===== src/lss_pkg.sv =====
// Function
// RULE_01: Select high: current-limited output resumes by itself once short is gone, unless overheated.
// RULE_02: Select low: output shut for over-current stays off until next write cycle.
// RULE_03: Select low, short present: each on-command runs output for fault delay, then off.
// RULE_04: One select input governs shutdown versus current limit for all eight outputs.
// RULE_05: Logic-supply under-voltage turns all outputs off and resets status to all off.
// RULE_06: Load-supply under-voltage causes no shutdown; outputs follow command, status unreliable.
// RULE_07: Status bit equal to previous command bit means no fault; differing means fault.
// RULE_08: Host commands an output off with high and on with low.
// RULE_09: Output commanded off with open load returns low in its status bit.
// RULE_10: Output commanded on with over-current returns high in its status bit.
// RULE_11: Over-current is always reported whatever the select input says.
// RULE_12: Select high: over-current output stays on current-limited unless over-temperature occurs.
// RULE_13: Over-temperature shuts only the affected output, only while the condition lasts.
// RULE_14: Load-supply over-voltage switches off and latches all outputs until a new command word.
// RULE_15: All eight status bits shift out on the one serial output per transfer.
// RULE_16: Short before or during turn-on delay shuts at delay end; later short immediately.
// RULE_17: Open-load result is ignored until the fault filter timer after strobe rise expires.
// RULE_18: Status captured at strobe fall shifts out during the following write cycle.
`default_nettype none
package lss_pkg;
    localparam int unsigned NUM_OUT = 8;
    localparam int unsigned CLK_MHZ = 200;
    // Least times, rounded up to whole cycles
    localparam int unsigned SHORT_DELAY_US = 70;
    localparam int unsigned FILTER_DELAY_US = 25;
    localparam int unsigned SHORT_DELAY_CYC = SHORT_DELAY_US * CLK_MHZ;
    localparam int unsigned FILTER_DELAY_CYC = FILTER_DELAY_US * CLK_MHZ;
    localparam int unsigned TMR_W = 16;
    localparam logic [7:0] CMD_RST = 8'hff;
    localparam logic [7:0] STAT_RST = 8'hff;
    localparam logic [2:0] CNT_RST = 3'h0;
    localparam logic [TMR_W-1:0] TMR_RST = 16'h0000;
    localparam logic [7:0] SHIFT_RST = 8'h00;
    localparam logic [7:0] OUT_RST = 8'h00;

    // Fault conditions sensed per output
    typedef struct packed {
        logic [7:0] short_det;
        logic [7:0] open_det;
        logic [7:0] over_temp;
    } lss_sense_t;

    // Serial pins of the command port
    typedef struct packed {
        logic sclk;
        logic cs_n;
        logic sdi;
    } lss_ser_t;
endpackage
`default_nettype wire


===== src/lss_ctrl.sv =====
`timescale 1ns/100ps
`default_nettype none
// Fault control and serial status for the eight-output low-side switch.
module lss_ctrl (
    input wire logic SYS_CLK,
    input wire logic NRST,
    input wire lss_pkg::lss_ser_t SER_IN,
    input wire logic SHORT_FAULT_PROTECT_SELECT,
    input wire logic LOGIC_SUPPLY_UV,
    input wire logic LOAD_SUPPLY_UV,
    input wire logic LOAD_SUPPLY_OV,
    input wire lss_pkg::lss_sense_t SENSE,
    output logic SDO,
    output logic [7:0] OUT_ON
);
    ////////////////////////////////////////////////////////////////////////////
    // State
    typedef struct packed {
        logic [7:0] shift;
        logic [7:0] cmd;
        logic [7:0] status;
        logic [2:0] bits;
        logic sclk_d;
        logic cs_d;
        logic ov_latched;
        logic sdo;
        logic [7:0] drive;
    } lss_st_t;
    lss_st_t st_ff;
    lss_st_t nxt_st;
    logic cs_rise;
    logic cs_fall;
    logic sclk_rise;
    logic sclk_fall;
    logic delay_done;
    logic filter_done;
    logic [7:0] drive_on;
    logic [7:0] out_on;
    logic [7:0] cmd_on;
    logic [7:0] stat_now;

    ////////////////////////////////////////////////////////////////////////////
    // Pin edges; pins are already synchronous
    assign cs_rise = SER_IN.cs_n && !st_ff.cs_d;
    assign cs_fall = !SER_IN.cs_n && st_ff.cs_d;
    assign sclk_rise = SER_IN.sclk && !st_ff.sclk_d;
    assign sclk_fall = !SER_IN.sclk && st_ff.sclk_d;
    // Low commands on, high commands off
    assign cmd_on = ~st_ff.cmd; // RULE_08

    ////////////////////////////////////////////////////////////////////////////
    // Timers: shared by all outputs, started at the latch edge
    lss_timer #(.CYCLES(lss_pkg::SHORT_DELAY_CYC)) u_short_tmr (
        .SYS_CLK(SYS_CLK),
        .NRST(NRST),
        .start(cs_rise), // RULE_16
        .done(delay_done)
    );
    lss_timer #(.CYCLES(lss_pkg::FILTER_DELAY_CYC)) u_filter_tmr (
        .SYS_CLK(SYS_CLK),
        .NRST(NRST),
        .start(cs_rise), // RULE_17
        .done(filter_done)
    );

    ////////////////////////////////////////////////////////////////////////////
    // Per-output latch, one select for every output
    for (genvar i = 0; i < lss_pkg::NUM_OUT; i++) begin : g_chan
        lss_chan u_chan (
            .SYS_CLK(SYS_CLK),
            .NRST(NRST),
            .new_word(cs_rise),
            .cmd_on(cmd_on[i]),
            .protect_sel(SHORT_FAULT_PROTECT_SELECT), // RULE_04
            .delay_done(delay_done),
            .short_det(SENSE.short_det[i]),
            .over_temp(SENSE.over_temp[i]),
            .drive_on(drive_on[i])
        );
    end

    // Over-voltage and logic under-voltage override every output
    assign out_on = (LOGIC_SUPPLY_UV || LOAD_SUPPLY_OV || st_ff.ov_latched) ? 8'h00 : drive_on; // RULE_05 RULE_14

    ////////////////////////////////////////////////////////////////////////////
    // Status word: equals command unless a fault is seen
    always_comb begin
        stat_now = st_ff.cmd;
        for (int i = 0; i < lss_pkg::NUM_OUT; i++) begin
            if (!cmd_on[i] && filter_done && SENSE.open_det[i]) begin
                stat_now[i] = 1'b0; // RULE_09 RULE_17
            end else if (cmd_on[i] && (SENSE.short_det[i] || SENSE.over_temp[i])) begin
                stat_now[i] = 1'b1; // RULE_10 RULE_11 RULE_07
            end
        end
    end

    ////////////////////////////////////////////////////////////////////////////
    // Serial shift, latch and supply handling
    always_comb begin
        nxt_st = st_ff;
        nxt_st.sclk_d = SER_IN.sclk;
        nxt_st.cs_d = SER_IN.cs_n;
        // Output pins come from flip-flops, one cycle after the cause
        nxt_st.drive = out_on;
        // Track the live status so the capture sees the latest faults
        nxt_st.status = stat_now;
        if (cs_fall) begin
            // Capture at frame start, first bit out at once
            nxt_st.shift = st_ff.status; // RULE_18
            nxt_st.sdo = st_ff.status[7]; // RULE_15
            nxt_st.bits = lss_pkg::CNT_RST;
        end else if (!SER_IN.cs_n && sclk_rise) begin
            nxt_st.shift = {st_ff.shift[6:0], SER_IN.sdi}; // RULE_15
            nxt_st.bits = st_ff.bits + 3'h1;
        end else if (!SER_IN.cs_n && sclk_fall) begin
            nxt_st.sdo = st_ff.shift[7]; // RULE_15
        end
        if (cs_rise) begin
            // Load-supply under-voltage deliberately does not block the load
            nxt_st.cmd = st_ff.shift; // RULE_06
            nxt_st.ov_latched = 1'b0; // RULE_14
        end
        if (LOAD_SUPPLY_OV) begin
            nxt_st.ov_latched = 1'b1; // RULE_14
        end
        if (LOGIC_SUPPLY_UV) begin
            // Outputs and reported status both show off
            nxt_st.cmd = lss_pkg::CMD_RST; // RULE_05
            nxt_st.status = lss_pkg::STAT_RST; // RULE_05
        end
    end

    always_ff @(posedge SYS_CLK) begin
        if (!NRST) begin
            st_ff <= '{shift: lss_pkg::SHIFT_RST, cmd: lss_pkg::CMD_RST,
                status: lss_pkg::STAT_RST, bits: lss_pkg::CNT_RST, sclk_d: 1'b0,
                cs_d: 1'b1, ov_latched: 1'b0, sdo: 1'b0, drive: lss_pkg::OUT_RST};
        end else begin
            st_ff <= nxt_st;
        end
    end

    // Pins straight from the state flip-flops, no logic after them
    assign OUT_ON = st_ff.drive;
    assign SDO = st_ff.sdo;

    ////////////////////////////////////////////////////////////////////////////
    // Checks
    uv_all_off_a: assert property (@(posedge SYS_CLK) disable iff (!NRST) // RULE_05
        LOGIC_SUPPLY_UV |=> (OUT_ON == 8'h00) && (st_ff.status == 8'hff))
        else $error("under-voltage left an output on");
    ov_latch_a: assert property (@(posedge SYS_CLK) disable iff (!NRST) // RULE_14
        (LOAD_SUPPLY_OV ##1 (!cs_rise && !LOAD_SUPPLY_OV)) |=> (OUT_ON == 8'h00))
        else $error("over-voltage latch released without new word");
    temp_off_a: assert property (@(posedge SYS_CLK) disable iff (!NRST) // RULE_13
        SENSE.over_temp[0] |=> !OUT_ON[0])
        else $error("hot output stayed on");
    limit_on_a: assert property (@(posedge SYS_CLK) disable iff (!NRST) // RULE_12
        (SHORT_FAULT_PROTECT_SELECT && cmd_on[0] && !SENSE.over_temp[0] && !LOGIC_SUPPLY_UV
         && !LOAD_SUPPLY_OV && !st_ff.ov_latched) |=> OUT_ON[0])
        else $error("current-limited output switched off");
    oc_report_a: assert property (@(posedge SYS_CLK) disable iff (!NRST) // RULE_10
        (cmd_on[1] && SENSE.short_det[1] && !LOGIC_SUPPLY_UV) |=> st_ff.status[1])
        else $error("over-current not reported");
    open_report_a: assert property (@(posedge SYS_CLK) disable iff (!NRST) // RULE_09
        (!cmd_on[2] && filter_done && SENSE.open_det[2] && !LOGIC_SUPPLY_UV) |=> !st_ff.status[2])
        else $error("open load not reported");
    filter_hold_a: assert property (@(posedge SYS_CLK) disable iff (!NRST) // RULE_17
        (cs_rise && !LOGIC_SUPPLY_UV) ##1 (!cs_rise && !LOGIC_SUPPLY_UV)
        |=> (st_ff.status[3] == st_ff.cmd[3] || cmd_on[3]))
        else $error("open load seen inside filter");
    status_capture_a: assert property (@(posedge SYS_CLK) disable iff (!NRST) // RULE_18
        cs_fall |=> (st_ff.shift == $past(st_ff.status)) && (SDO == $past(st_ff.status[7])))
        else $error("status not captured at frame start");
    cmd_load_a: assert property (@(posedge SYS_CLK) disable iff (!NRST) // RULE_07
        (cs_rise && !LOGIC_SUPPLY_UV) |=> st_ff.cmd == $past(st_ff.shift))
        else $error("command word not latched");
    load_uv_cmd_a: assert property (@(posedge SYS_CLK) disable iff (!NRST) // RULE_06
        (cs_rise && LOAD_SUPPLY_UV && !LOGIC_SUPPLY_UV) |=> st_ff.cmd == $past(st_ff.shift))
        else $error("command word refused under load-supply low voltage");
endmodule // lss_ctrl
`default_nettype wire


===== src/lss_timer.sv =====
`timescale 1ns/100ps
`default_nettype none
// One-shot delay timer, restarted by start, done once count expires
module lss_timer #(
    parameter int unsigned CYCLES = 16
) (
    input wire logic SYS_CLK,
    input wire logic NRST,
    input wire logic start,
    output logic done
);
    typedef struct packed {
        logic [lss_pkg::TMR_W-1:0] cnt;
        logic done;
    } lss_tmr_st_t;
    localparam logic [lss_pkg::TMR_W-1:0] LAST = lss_pkg::TMR_W'(CYCLES - 1);
    lss_tmr_st_t st_ff;
    lss_tmr_st_t nxt_st;

    // Count from start up to the last cycle, then hold done
    always_comb begin
        nxt_st = st_ff;
        if (start) begin
            nxt_st.cnt = lss_pkg::TMR_RST;
            nxt_st.done = 1'b0;
        end else if (!st_ff.done) begin
            if (st_ff.cnt == LAST) begin
                nxt_st.done = 1'b1;
            end else begin
                nxt_st.cnt = st_ff.cnt + 1'b1;
            end
        end
    end

    // Done after reset so no false delay before the first frame
    always_ff @(posedge SYS_CLK) begin
        if (!NRST) begin
            st_ff <= '{cnt: lss_pkg::TMR_RST, done: 1'b1};
        end else begin
            st_ff <= nxt_st;
        end
    end
    assign done = st_ff.done;
endmodule // lss_timer
`default_nettype wire


===== src/lss_chan.sv =====
`timescale 1ns/100ps
`default_nettype none
// Over-current latch of one output
module lss_chan (
    input wire logic SYS_CLK,
    input wire logic NRST,
    input wire logic new_word,
    input wire logic cmd_on,
    input wire logic protect_sel,
    input wire logic delay_done,
    input wire logic short_det,
    input wire logic over_temp,
    output logic drive_on
);
    typedef struct packed {
        logic oc_latched;
    } lss_chan_st_t;
    lss_chan_st_t st_ff;
    lss_chan_st_t nxt_st;

    // Latch trips only in shutdown mode, and only once the delay is over
    always_comb begin
        nxt_st = st_ff;
        if (new_word) begin
            nxt_st.oc_latched = 1'b0; // RULE_02
        end else if (!protect_sel && cmd_on && short_det && delay_done) begin
            nxt_st.oc_latched = 1'b1; // RULE_03 RULE_16
        end
    end

    always_ff @(posedge SYS_CLK) begin
        if (!NRST) begin
            st_ff <= '{oc_latched: 1'b0};
        end else begin
            st_ff <= nxt_st;
        end
    end

    // Current limit keeps output on when select high; heat shuts it meanwhile
    assign drive_on = cmd_on && !over_temp && !(st_ff.oc_latched && !protect_sel); // RULE_01 RULE_12 RULE_13

    latch_trip_a: assert property (@(posedge SYS_CLK) disable iff (!NRST) // RULE_16
        (!protect_sel && cmd_on && short_det && delay_done && !new_word)
        |=> (st_ff.oc_latched))
        else $error("over-current latch did not trip");
endmodule // lss_chan
`default_nettype wire


===== config.mk =====
export PLATFORM = sky130hd
export DESIGN_NAME = lss_ctrl
export DESIGN_NICKNAME = d
export VERILOG_FILES = /design/src/lss_pkg.sv /design/src/lss_ctrl.sv /design/src/lss_timer.sv /design/src/lss_chan.sv
export SDC_FILE = /design/constraint.sdc
export NUM_CORES = 1
export LEC_CHECK = 0
export BUFFER_PORTS_ARGS = -buffer_cell sky130_fd_sc_hd__buf_2
export CAP_MARGIN = 20
export CORE_MARGIN = 10
export CORE_UTILIZATION = 45
export CTS_CLUSTER_SIZE = 28
export DETAILED_ROUTE_END_ITERATION = 12
export GPL_ROUTABILITY_DRIVEN = 0
export SYNTH_ARGS = -nofsm -noshare
export SYNTH_HDL_FRONTEND = slang
export SYNTH_SLANG_ARGS = --single-unit

===== constraint.sdc =====
create_clock -name SYS_CLK -period 2 [get_ports SYS_CLK]
set_input_delay 0.4 -clock SYS_CLK [delete_from_list [all_inputs] [get_ports SYS_CLK]]
set_output_delay 0.4 -clock SYS_CLK [all_outputs]
set_load 0.05 [all_outputs]

==> results of run 1 <==
final timing paths:
check | end | slack, ns | cells after the start
setup / recovery | u_filter_tmr.st_ff[16] | 0.28 | 4
hold / removal | OUT_ON[1] | 0.23 | 2
setup reg to reg | u_filter_tmr.st_ff[16] | 0.28 | 4
hold reg to reg | OUT_ON[3] | 0.46 | 1
synth_stat cells (all sizes together), types with 4 or more instances:
| master | number | area share (%) |
|---|---|---|
| dfxtp | 78 | 47 |
| nor2 | 42 | 4.8 |
| nand2 | 27 | 3.1 |
| o21ai | 21 | 3.2 |
| and3 | 14 | 2.7 |
| inv | 14 | 1.6 |
| nor3 | 14 | 2.1 |
| a21oi | 13 | 2.0 |
| buf | 13 | 2.8 |
| clkbuf | 10 | 1.1 |
| o211ai | 10 | 2.3 |
| or3 | 10 | 2.1 |
| nand3 | 9 | 1.5 |
| nand4 | 9 | 1.7 |
| xnor2 | 9 | 2.4 |
| a2111oi | 8 | 2.1 |
| a31oi | 8 | 1.5 |
| nor2b | 6 | 1.1 |
| nor4 | 6 | 1.1 |
| a222oi | 5 | 1.5 |
| nand2b | 5 | 0.95 |
| mux2i | 4 | 1.2 |
| xor2 | 4 | 1.1 |
through the flow:
step / power, mW / utilization (%)
final: 3.250 / 53.43
after global routing: 3.387 / 53.43
after CTS: 3.294 / 53.43
after detailed placement: 1.863 / 50.03
after global placement: 1.858 / 50.03
after floorplan: 1.771 / -
power by group through the flow:
stage                     combinational, mW  sequential, mW  clock, mW
after floorplan                       0.121            1.65          0
after global placement                0.204            1.65          0
after detailed placement              0.208            1.65          0
after CTS                             0.208            1.62       1.47
after global routing                  0.230            1.62       1.53
final                                 0.205            1.62       1.43
cell families (layout without fill, tap and decap cells):
| family | count (synthesis) | count (layout) | synth area share (%) |
|---|---|---|---|
| compound gates | 75 | 75 | 15.14 |
| xor+xnor | 13 | 13 | 3.461 |
| fa+ha+maj | 2 | 2 | 0.7606 |
| buf+inv | 37 | 84 | 5.515 |
| flops | 78 | 78 | 47.47 |
| mux | 6 | 6 | 1.902 |
| simple gates | 159 | 159 | 25.75 |
placed cells by master, fill, tap and decap left out, types with 2 or more instances in the layout:
| cell type | count |
|---|---|
| mux2_2 | 2 |
| and3_1 | 14 |
| or3_1 | 9 |
| nor3_1 | 14 |
| nor2b_1 | 6 |
| buf_2 | 40 |
| and2_1 | 2 |
| buf_4 | 14 |
| a311oi_1 | 2 |
| bufinv_16 | 3 |
| xor2_1 | 4 |
| a21oi_1 | 13 |
| dfxtp_1 | 78 |
| nand3_1 | 8 |
| xnor2_1 | 9 |
| nand4_1 | 9 |
| or4_1 | 3 |
| nor3b_1 | 2 |
| inv_1 | 14 |
| o211ai_1 | 10 |
| o21ai_0 | 21 |
| nor2_1 | 42 |
| nand2b_1 | 5 |
| nor4_1 | 6 |
| nand2_1 | 27 |
| clkbuf_8 | 9 |
| a2111oi_0 | 8 |
| a31oi_1 | 8 |
| mux2i_1 | 4 |
| nor4b_1 | 3 |
| ha_1 | 2 |
| and4b_1 | 2 |
| a222oi_1 | 5 |
metal layers:
| layer | vias to the layer above | track usage, % | wire length, um |
|---|---|---|---|
| met5 | - | 0 | 0 |
| met1 | 1315 | 15.12 | 3463 |
| met2 | 36 | 23.78 | 3725 |
| met4 | 0 | 4.739 | 59 |
| met3 | 5 | 4.202 | 272 |
| li1 | 1424 | - | - |
state kept, by name, indices dropped and copies added (netlist names):
name / count
SDO: 1
OUT_ON: 8
st_ff: 27
g_chan.u_chan.st_ff: 8
u_filter_tmr.done: 1
u_filter_tmr.st_ff: 16
u_short_tmr.done: 1
u_short_tmr.st_ff: 16
area by class of cell:
class / count / area [sq um]
fill: 689 / 3342
clock buffer: 9 / 123.9
timing repair buffer: 54 / 305.3
multi-input combinational: 255 / 1546
tap: 99 / 123.9
inverter: 14 / 52.55
clock inverter: 7 / 120.1
sequential: 78 / 1562
==> flow_summary_export.csv, run 1 <==
group,metric,value,unit
status,status,"completed",
clock_network,clkLatencyLatePin,0.34,ns
yosys,yosysWarnings,0,
drt,wl_per_cell,14.57,um
critical_path,critPathKind,"register to register",
placement,pre_cts_slack,0.1757,ns
yosys,synthCells,370,
placement,io_buffer_count,40,
floorplanning,core,7176,sq um
power_and_ir_drop,switching_share,22.73,%
timing,relSlewSlack,58.94,%
critical_path,critPathArrivalTime,1.99,ns
clock_network,ctsResizeCount,0,
clock_network,clkSinkCount,78,
clock_network,clk_path_buf_depth,2,
clock_network,cts-root-buf,"clkbuf_8",
power_and_ir_drop,combPwrFrac,6.3,%
clock_network,cts_setup_buffers,0,
drt,routed_via_density,5.388,
timing,drv_slew,0,
drt,drtIter0Drc,96,
power_and_ir_drop,intPower,2.511,mW
placement,hpwl,5.429,mm
yosys,synth-seq-area-share,47.47,%
critical_path,critPathLaunch,"u_filter_tmr.st_ff[3]",
critical_path,cp.required,2.27,ns
power_and_ir_drop,p_seq_share,49.8,%
power_and_ir_drop,pwr_density_cell,847.7,nW/um^2
layout,drive_above_1_share,18.47,%
yosys,async_flop_share,0,%
power_and_ir_drop,clkPwrFrac,43.9,%
floorplanning,floorplan.initialDensity,45.84,%
drt,wl,7.520,mm
floorplanning,fp-row-count,31,
critical_path,critPathMaxFanout,6,
global_route,first_global_vias,2674,
layout,syn_to_final_growth,16.55,%
global_route,grt.overflow.total,0,
global_route,grt_max_degree,22,
timing,finalHoldWorstSlack,0.2345,ns
global_route,grt_pass1_wl,12.39,mm
yosys,synth_cell_types,49,
placement,dp.cells,500,
timing,worst_slack,0.2780,ns
yosys,syn_avg_cell_area,8.890,sq um
drt,dr_total_vias,2780,
placement,place_area,3590,sq um
critical_path,crit_slowest_cell,"or4_1",
yosys,ys.flop_type,"dfxtp_1",
drt,drc,0,
timing,fin_crit_sh,86.10,%
layout,stdcell_count,516,
floorplanning,ios,42,
critical_path,max_stage_delay,0.47,ns
min_path,min_from,"SENSE[1]",
job,maxCapViolations,0,
critical_path,crit_chain,"nand4_1, or2_2, or4_1, a21oi_1",
clock_network,clkTransAtPathRegs,0.09,ns
timing,fmax,580.7,MHz
timing,rsz0062_at_grt,"false",
layout,fin_area,3834,sq um
power_and_ir_drop,power.switching,738.5,uW
critical_path,cp_num_buf_inv,0,
clock_network,cts_hold_buf,0,
layout,nets,447,
timing,fin_crit,1.722,ns
yosys,synthesis.nets,405,
critical_path,start_kind,"register",
min_path,hold_class,"input port to register",
yosys,synth_edf_count,0,
power_and_ir_drop,ir_drop,0.6034,mV
timing,finalHoldViolations,0,
critical_path,r2r_start,"u_filter_tmr.st_ff[3]",
clock_network,cts_tree,"yes",
layout,n_antenna_cell,0,
floorplanning,fp.dieH,105.5,um
timing,fin_skew,0.01328,ns
yosys,synth_seq_cells,78,
floorplanning,dieArea,11130,sq um
timing,setup_viol,0,
drt,final_antenna_net_count,0,
global_route,antenna_found_initial,0,
power_and_ir_drop,leakage,1.524,nW
critical_path,end_kind,"register",
drt,dr.pass1.iters,4,
clock_network,h-tree-depth,3,
yosys,synth_area,3289,sq um
timing,tightestPinTransition,0.6111,ns
clock_network,cts_made_buffers,9,
global_route,grt_usage,13.53,%
critical_path,cp_top_family,"simple AND/OR/NAND/NOR gates",
timing,setup_tns,0,ns
floorplanning,die_w,105.5,um
Power figures use the tool's default switching activity.
==> run 2: changes to the inputs <==
--- a/config.mk
+++ b/config.mk
@@ -5,6 +5,7 @@
 export SDC_FILE = /design/constraint.sdc
 export NUM_CORES = 1
 export LEC_CHECK = 0
+export ABC_AREA = 1
 export BUFFER_PORTS_ARGS = -buffer_cell sky130_fd_sc_hd__buf_2
 export CAP_MARGIN = 20
 export CORE_MARGIN = 10
==> run 2 against run 1 <==
Effect of this change: combinational power increased by 14%; sequential cell count did not move; clock power is 22% lower; fmax increased by 8.8%; register-to-register slack better by 0.14 ns; non-clock buffer count down 5; clock skew is essentially flat.
==> flow_summary_export.csv, run 2 <==
group,metric,value,unit
global_route,grt_max_degree,18,
power_and_ir_drop,leakage,1.653,nW
yosys,synth-seq-area-share,42.64,%
yosys,ys.flop_type,"dfxtp_1",
drt,dr.pass1.iters,4,
power_and_ir_drop,intPower,2.139,mW
yosys,synth_cell_types,33,
critical_path,end_kind,"register",
timing,finalHoldViolations,0,
floorplanning,core,7807,sq um
placement,hpwl,6.138,mm
yosys,synthCells,493,
critical_path,critPathMaxFanout,16,
drt,drc,0,
timing,fin_skew,0.01372,ns
global_route,grtUsageMet1,20.42,%
placement,dp.cells,623,
layout,drive_above_1_share,18.06,%
drt,wl,8.515,mm
floorplanning,dieArea,12150,sq um
global_route,grt_busiest_layer,"met2",
critical_path,critPathArrivalTime,1.83,ns
job,maxCapViolations,0,
min_path,hold_class,"input port to register",
yosys,yosysWarnings,0,
yosys,synth_edf_count,0,
power_and_ir_drop,pwr_density_cell,721.2,nW/um^2
layout,syn_to_final_growth,11.96,%
placement,io_buffer_count,40,
timing,fmax,631.6,MHz
yosys,netlist.area_leader.share,42.64,%
yosys,synth_area,3662,sq um
clock_network,clkLatencyLatePin,0.35,ns
clock_network,h-tree-depth,3,
yosys,async_flop_share,0,%
layout,stdcell_count,639,
critical_path,ff2ff_setup_slack,0.42,ns
layout,layout_common_cells,"nand2_1 (113), dfxtp_1 (78), inv_1 (56)",
clock_network,clk_path_buf_depth,2,
layout,n_antenna_cell,0,
timing,fin_crit,1.583,ns
clock_network,cts_tree,"yes",
clock_network,ctsResizeCount,0,
drt,dr_total_vias,3270,
critical_path,critPathKind,"register to register",
power_and_ir_drop,power.switching,818.5,uW
floorplanning,die_w,110.2,um
power_and_ir_drop,p_seq_share,54.7,%
global_route,grt.overflow.total,0,
placement,place_area,3919,sq um
timing,rsz0062_at_grt,"false",
layout,fin_area,4100,sq um
drt,drtIter0Drc,138,
yosys,syn_avg_cell_area,7.429,sq um
timing,setup_tns,0,ns
global_route,grt_usage,14.85,%
timing,fin_crit_sh,79.16,%
power_and_ir_drop,combPwrFrac,7.9,%
timing,relSlewSlack,55.77,%
clock_network,cts_made_buffers,9,
clock_network,clkSinkCount,78,
yosys,yosys-top-cells-area,"dfxtp_1 (43%), nand2_1 (12%), nand3_1 (6.0%), inv_1 (5.7%), nor2_1 (5.1%)",
drt,wl_per_cell,13.33,um
global_route,first_global_vias,3106,
yosys,yosysMostFrequentCell,"nand2_1",
floorplanning,fp-row-count,32,
power_and_ir_drop,ir_drop,0.4053,mV
yosys,synth_top_area_cell,"dfxtp_1",
power_and_ir_drop,switching_share,27.68,%
critical_path,cp.required,2.24,ns
global_route,grt_pass1_wl,14.75,mm
drt,final_antenna_net_count,0,
yosys,synth_common_cells,"nand2_1 (113), dfxtp_1 (78), inv_1 (56)",
floorplanning,floorplan.initialDensity,46.91,%
layout,nets,567,
status,status,"completed",
timing,drv_slew,0,
clock_network,clkTransAtPathRegs,0.09,ns
layout,largest_reg_flops,27,
layout,largestRegisters,"st_ff (27), u_filter_tmr.st_ff (16), u_short_tmr.st_ff (16)",
timing,setup_viol,0,
drt,routed_via_density,5.117,
critical_path,start_kind,"register",
yosys,synthesis.nets,528,
global_route,grt_use_met2,22.06,%
global_route,grt_use_met3,3.947,%
layout,final_common_cell,"nand2_1",
power_and_ir_drop,clkPwrFrac,37.5,%
clock_network,cts_hold_buf,0,
clock_network,cts-root-buf,"clkbuf_8",
global_route,antenna_found_initial,0,
yosys,synth_seq_cells,78,
timing,tightestPinTransition,0.6627,ns
clock_network,cts_setup_buffers,0,
layout,regMostFlops,"st_ff",
floorplanning,ios,42,
floorplanning,fp.dieH,110.2,um
-- run 2: kinds of logic after synthesis --
| kind of cell | after synthesis | share of synthesized area (%) |
|---|---|---|
| XOR/XNOR | 5 | 1.196 |
| AO/OA/AOI/OAI | 77 | 14.62 |
| AND/OR/NAND/NOR | 249 | 30.82 |
| adder cells (fa/ha/maj) | 2 | 0.6832 |
| buffers and inverters | 82 | 10.04 |
| flip-flops | 78 | 42.64 |
-- run 2: cell type report --
type	instances	area [sq um]
fillers	807	3707
repair buffers	49	267.8
clock inverters	7	57.56
multi-input cells	333	1733
well taps	102	127.6
flip-flops and latches	78	1562
clock buffers	9	123.9
inverters	61	229.0
-- run 2: layer usage --
layer | up-vias | wire, um
met4 | 0 | 119
met1 | 1472 | 4246
met3 | 9 | 521
met2 | 81 | 3628
li1 | 1708 | -
met5 | - | 0
-- run 2: final timing paths --
check,endpoint,cells after the start,from
max,u_filter_tmr.st_ff[15],8,u_filter_tmr.st_ff[1]
min,OUT_ON[5],2,SENSE[5]
max reg2reg,u_filter_tmr.st_ff[15],8,u_filter_tmr.st_ff[1]
min reg2reg,OUT_ON[0],1,g_chan[0].u_chan.st_ff
-- run 2: stage by stage --
step                hold WS (ns)  total power [mW]  util (%)  setup slack, ns
finish                    0.2239             2.957     52.52           0.4168
global route              0.2074             3.087     52.52           0.1681
floorplan                 0.4312             1.790         -           0.7241
CTS                       0.2057             3.003     52.52           0.4054
detailed placement        0.4460             1.885     50.19           0.4213
global placement          0.4408             1.882     50.19           0.4343
-- run 2: power groups by stage --
stage / clock, mW / sequential, mW / combinational [mW]
after global routing: 1.20 / 1.62 / 0.265
after CTS: 1.15 / 1.62 / 0.234
after floorplan: 0 / 1.65 / 0.140
final: 1.11 / 1.62 / 0.233
after global placement: 0 / 1.65 / 0.230
after detailed placement: 0 / 1.65 / 0.233
-- run 2: critical path, stage by stage, from the launching register on --
cell and delay (ns):
dfxtp_1 0.36, ha_1 0.21, nand3_1 0.10, nor2_2 0.16
nand2_4 0.15, nand2_4 0.18, inv_1 0.15, nand2_1 0.11
a21oi_2 0.05
==> run 3: changes to the inputs <==
==> constraint.sdc (replaced) <==
create_clock -name SYS_CLK -period 1.65 [get_ports SYS_CLK]
set_input_delay 0.33 -clock SYS_CLK [delete_from_list [all_inputs] [get_ports SYS_CLK]]
set_output_delay 0.33 -clock SYS_CLK [all_outputs]
set_load 0.05 [all_outputs]
==> run 3 against run 2 <==
Effect of this change: register-to-register slack worse by 0.24 ns; wire length increased by 1.2%; fmax increased by 7.7%; count of clock-buffer cells in the layout is the same; critical path depth fell by 2; clock power rose by 25%; via count shrank 0.80%; clock skew shrank 0.0022 ns; die area unchanged; worst hold slack got worse by 0.073 ns; sequential cell count did not move.
==> flow_summary_export.csv, run 3 (synthesis gave the netlist of run 2 again) <==
group,metric,value,unit
layout,final_common_cell,"nand2_1",
timing,relSlewSlack,56.89,%
layout,regMostFlops,"st_ff",
clock_network,clkLatencyLatePin,0.36,ns
layout,drive_above_1_share,18.97,%
critical_path,critPathArrivalTime,1.72,ns
floorplanning,floorplan.initialDensity,46.91,%
floorplanning,core,7807,sq um
critical_path,cp.required,1.90,ns
layout,fillers,786,
drt,dr_total_vias,3244,
global_route,grt_usage,14.92,%
floorplanning,dieArea,12150,sq um
timing,fmax,680.1,MHz
power_and_ir_drop,leakage,1.700,nW
clock_network,clkTransAtPathRegs,0.10,ns
floorplanning,fp-row-count,32,
drt,dr.pass1.iters,4,
placement,place_area,3956,sq um
global_route,grt.overflow.total,0,
drt,drc,0,
drt,final_antenna_net_count,0,
power_and_ir_drop,total_power,3.638,mW
timing,fin_crit_sh,89.11,%
critical_path,critPathMaxFanout,10,
clock_network,cts_hold_buf,0,
layout,largestRegisters,"st_ff (27), u_filter_tmr.st_ff (16), u_short_tmr.st_ff (16)",
status,status,"completed",
global_route,grt_pass1_wl,14.65,mm
layout,syn_to_final_growth,13.73,%
global_route,grt_max_degree,18,
clock_network,cts-root-buf,"clkbuf_8",
timing,setup_viol,0,
drt,wl_per_cell,13.36,um
drt,routed_via_density,5.029,
timing,finalHoldViolations,0,
drt,wl,8.618,mm
floorplanning,fp.dieH,110.2,um
layout,stdcell_count,645,
timing,fin_crit,1.470,ns
layout,nets,573,
layout,n_antenna_cell,0,
layout,largest_reg_flops,27,
timing,tightestPinTransition,0.6459,ns
critical_path,critPathKind,"register to register",
clock_network,h-tree-depth,3,
placement,hpwl,6.172,mm
power_and_ir_drop,pwr_density_cell,873.5,nW/um^2
global_route,antenna_found_initial,0,
power_and_ir_drop,ir_drop,0.6053,mV
min_path,hold_class,"input port to register",
placement,dp.cells,628,
layout,fin_area,4165,sq um
clock_network,cts_tree,"yes",
floorplanning,ios,42,
global_route,first_global_vias,3097,
drt,drtIter0Drc,147,
placement,io_buffer_count,40,
job,maxCapViolations,0,
critical_path,end_kind,"register",
clock_network,clk_path_buf_depth,2,
floorplanning,die_w,110.2,um
clock_network,cts_made_buffers,9,
critical_path,start_kind,"register",
timing,drv_slew,0,
clock_network,clkSinkCount,78,
timing,fin_skew,0.01155,ns
layout,layout_common_cells,"nand2_1 (113), dfxtp_1 (78), inv_1 (56)",
## run 3: worst paths after layout
check	slack, ns	cells after the start	end	startpoint
worst min-delay path	0.15	2	OUT_ON[6]	SENSE[6]
worst max register to register	0.18	6	u_short_tmr.st_ff[4]	u_short_tmr.st_ff[1]
worst min register to register	0.46	1	OUT_ON[5]	g_chan[5].u_chan.st_ff
worst max-delay path	0.18	6	u_short_tmr.st_ff[4]	u_short_tmr.st_ff[1]
## run 3: timing repair
item	CTS	global route
endpoints found under the hold margin	0	0
gates resized for setup	0	2
buffers inserted	0	1
endpoints found under the setup margin	0	4
## run 3: per-stage QoR
step	hold slack (ns)	TNS, ns	worst slack, ns	utilization [%]
floorplan	0.3988	0	0.3741	-
global placement	0.4409	0	0.1929	50.67
detailed placement	0.4477	0	0.1345	50.67
CTS	0.1331	0	0.1277	53.08
global route	0.1336	-0.02375	-0.01239	53.35
finish	0.1505	0	0.1797	53.35
## run 3: layout make-up
| cell class | count | area, sq um | area share [%] |
|---|---|---|---|
| well taps | 102 | 127.6 | 3.064 |
| clock inverters | 7 | 63.81 | 1.532 |
| repair buffers | 55 | 312.8 | 7.510 |
| clock buffers | 9 | 123.9 | 2.974 |
| multi-input cells | 333 | 1747 | 41.93 |
| flip-flops and latches | 78 | 1562 | 37.49 |
| inverters | 61 | 229.0 | 5.497 |
## run 3: power by group
part | switching [mW] | internal, mW
Clock | 0.814 | 0.580
Combinational | 0.182 | 0.102
Sequential | 0.0335 | 1.93
## run 3: routing by layer
layer	up-vias	wire (um)	GRT usage, %
met5	-	0	0
met4	0	71	4.404
met3	7	543	4.237
met2	54	3692	21.30
met1	1464	4310	21.27
li1	1719	-	-
## run 3: critical path, cell delays in order, from the launching register on
cell and delay (ns):
dfxtp_1 0.39, ha_1 0.19, nand3_1 0.17, nor2_1 0.24, nand3_4 0.16, a21oi_1 0.17
nor2_1 0.06
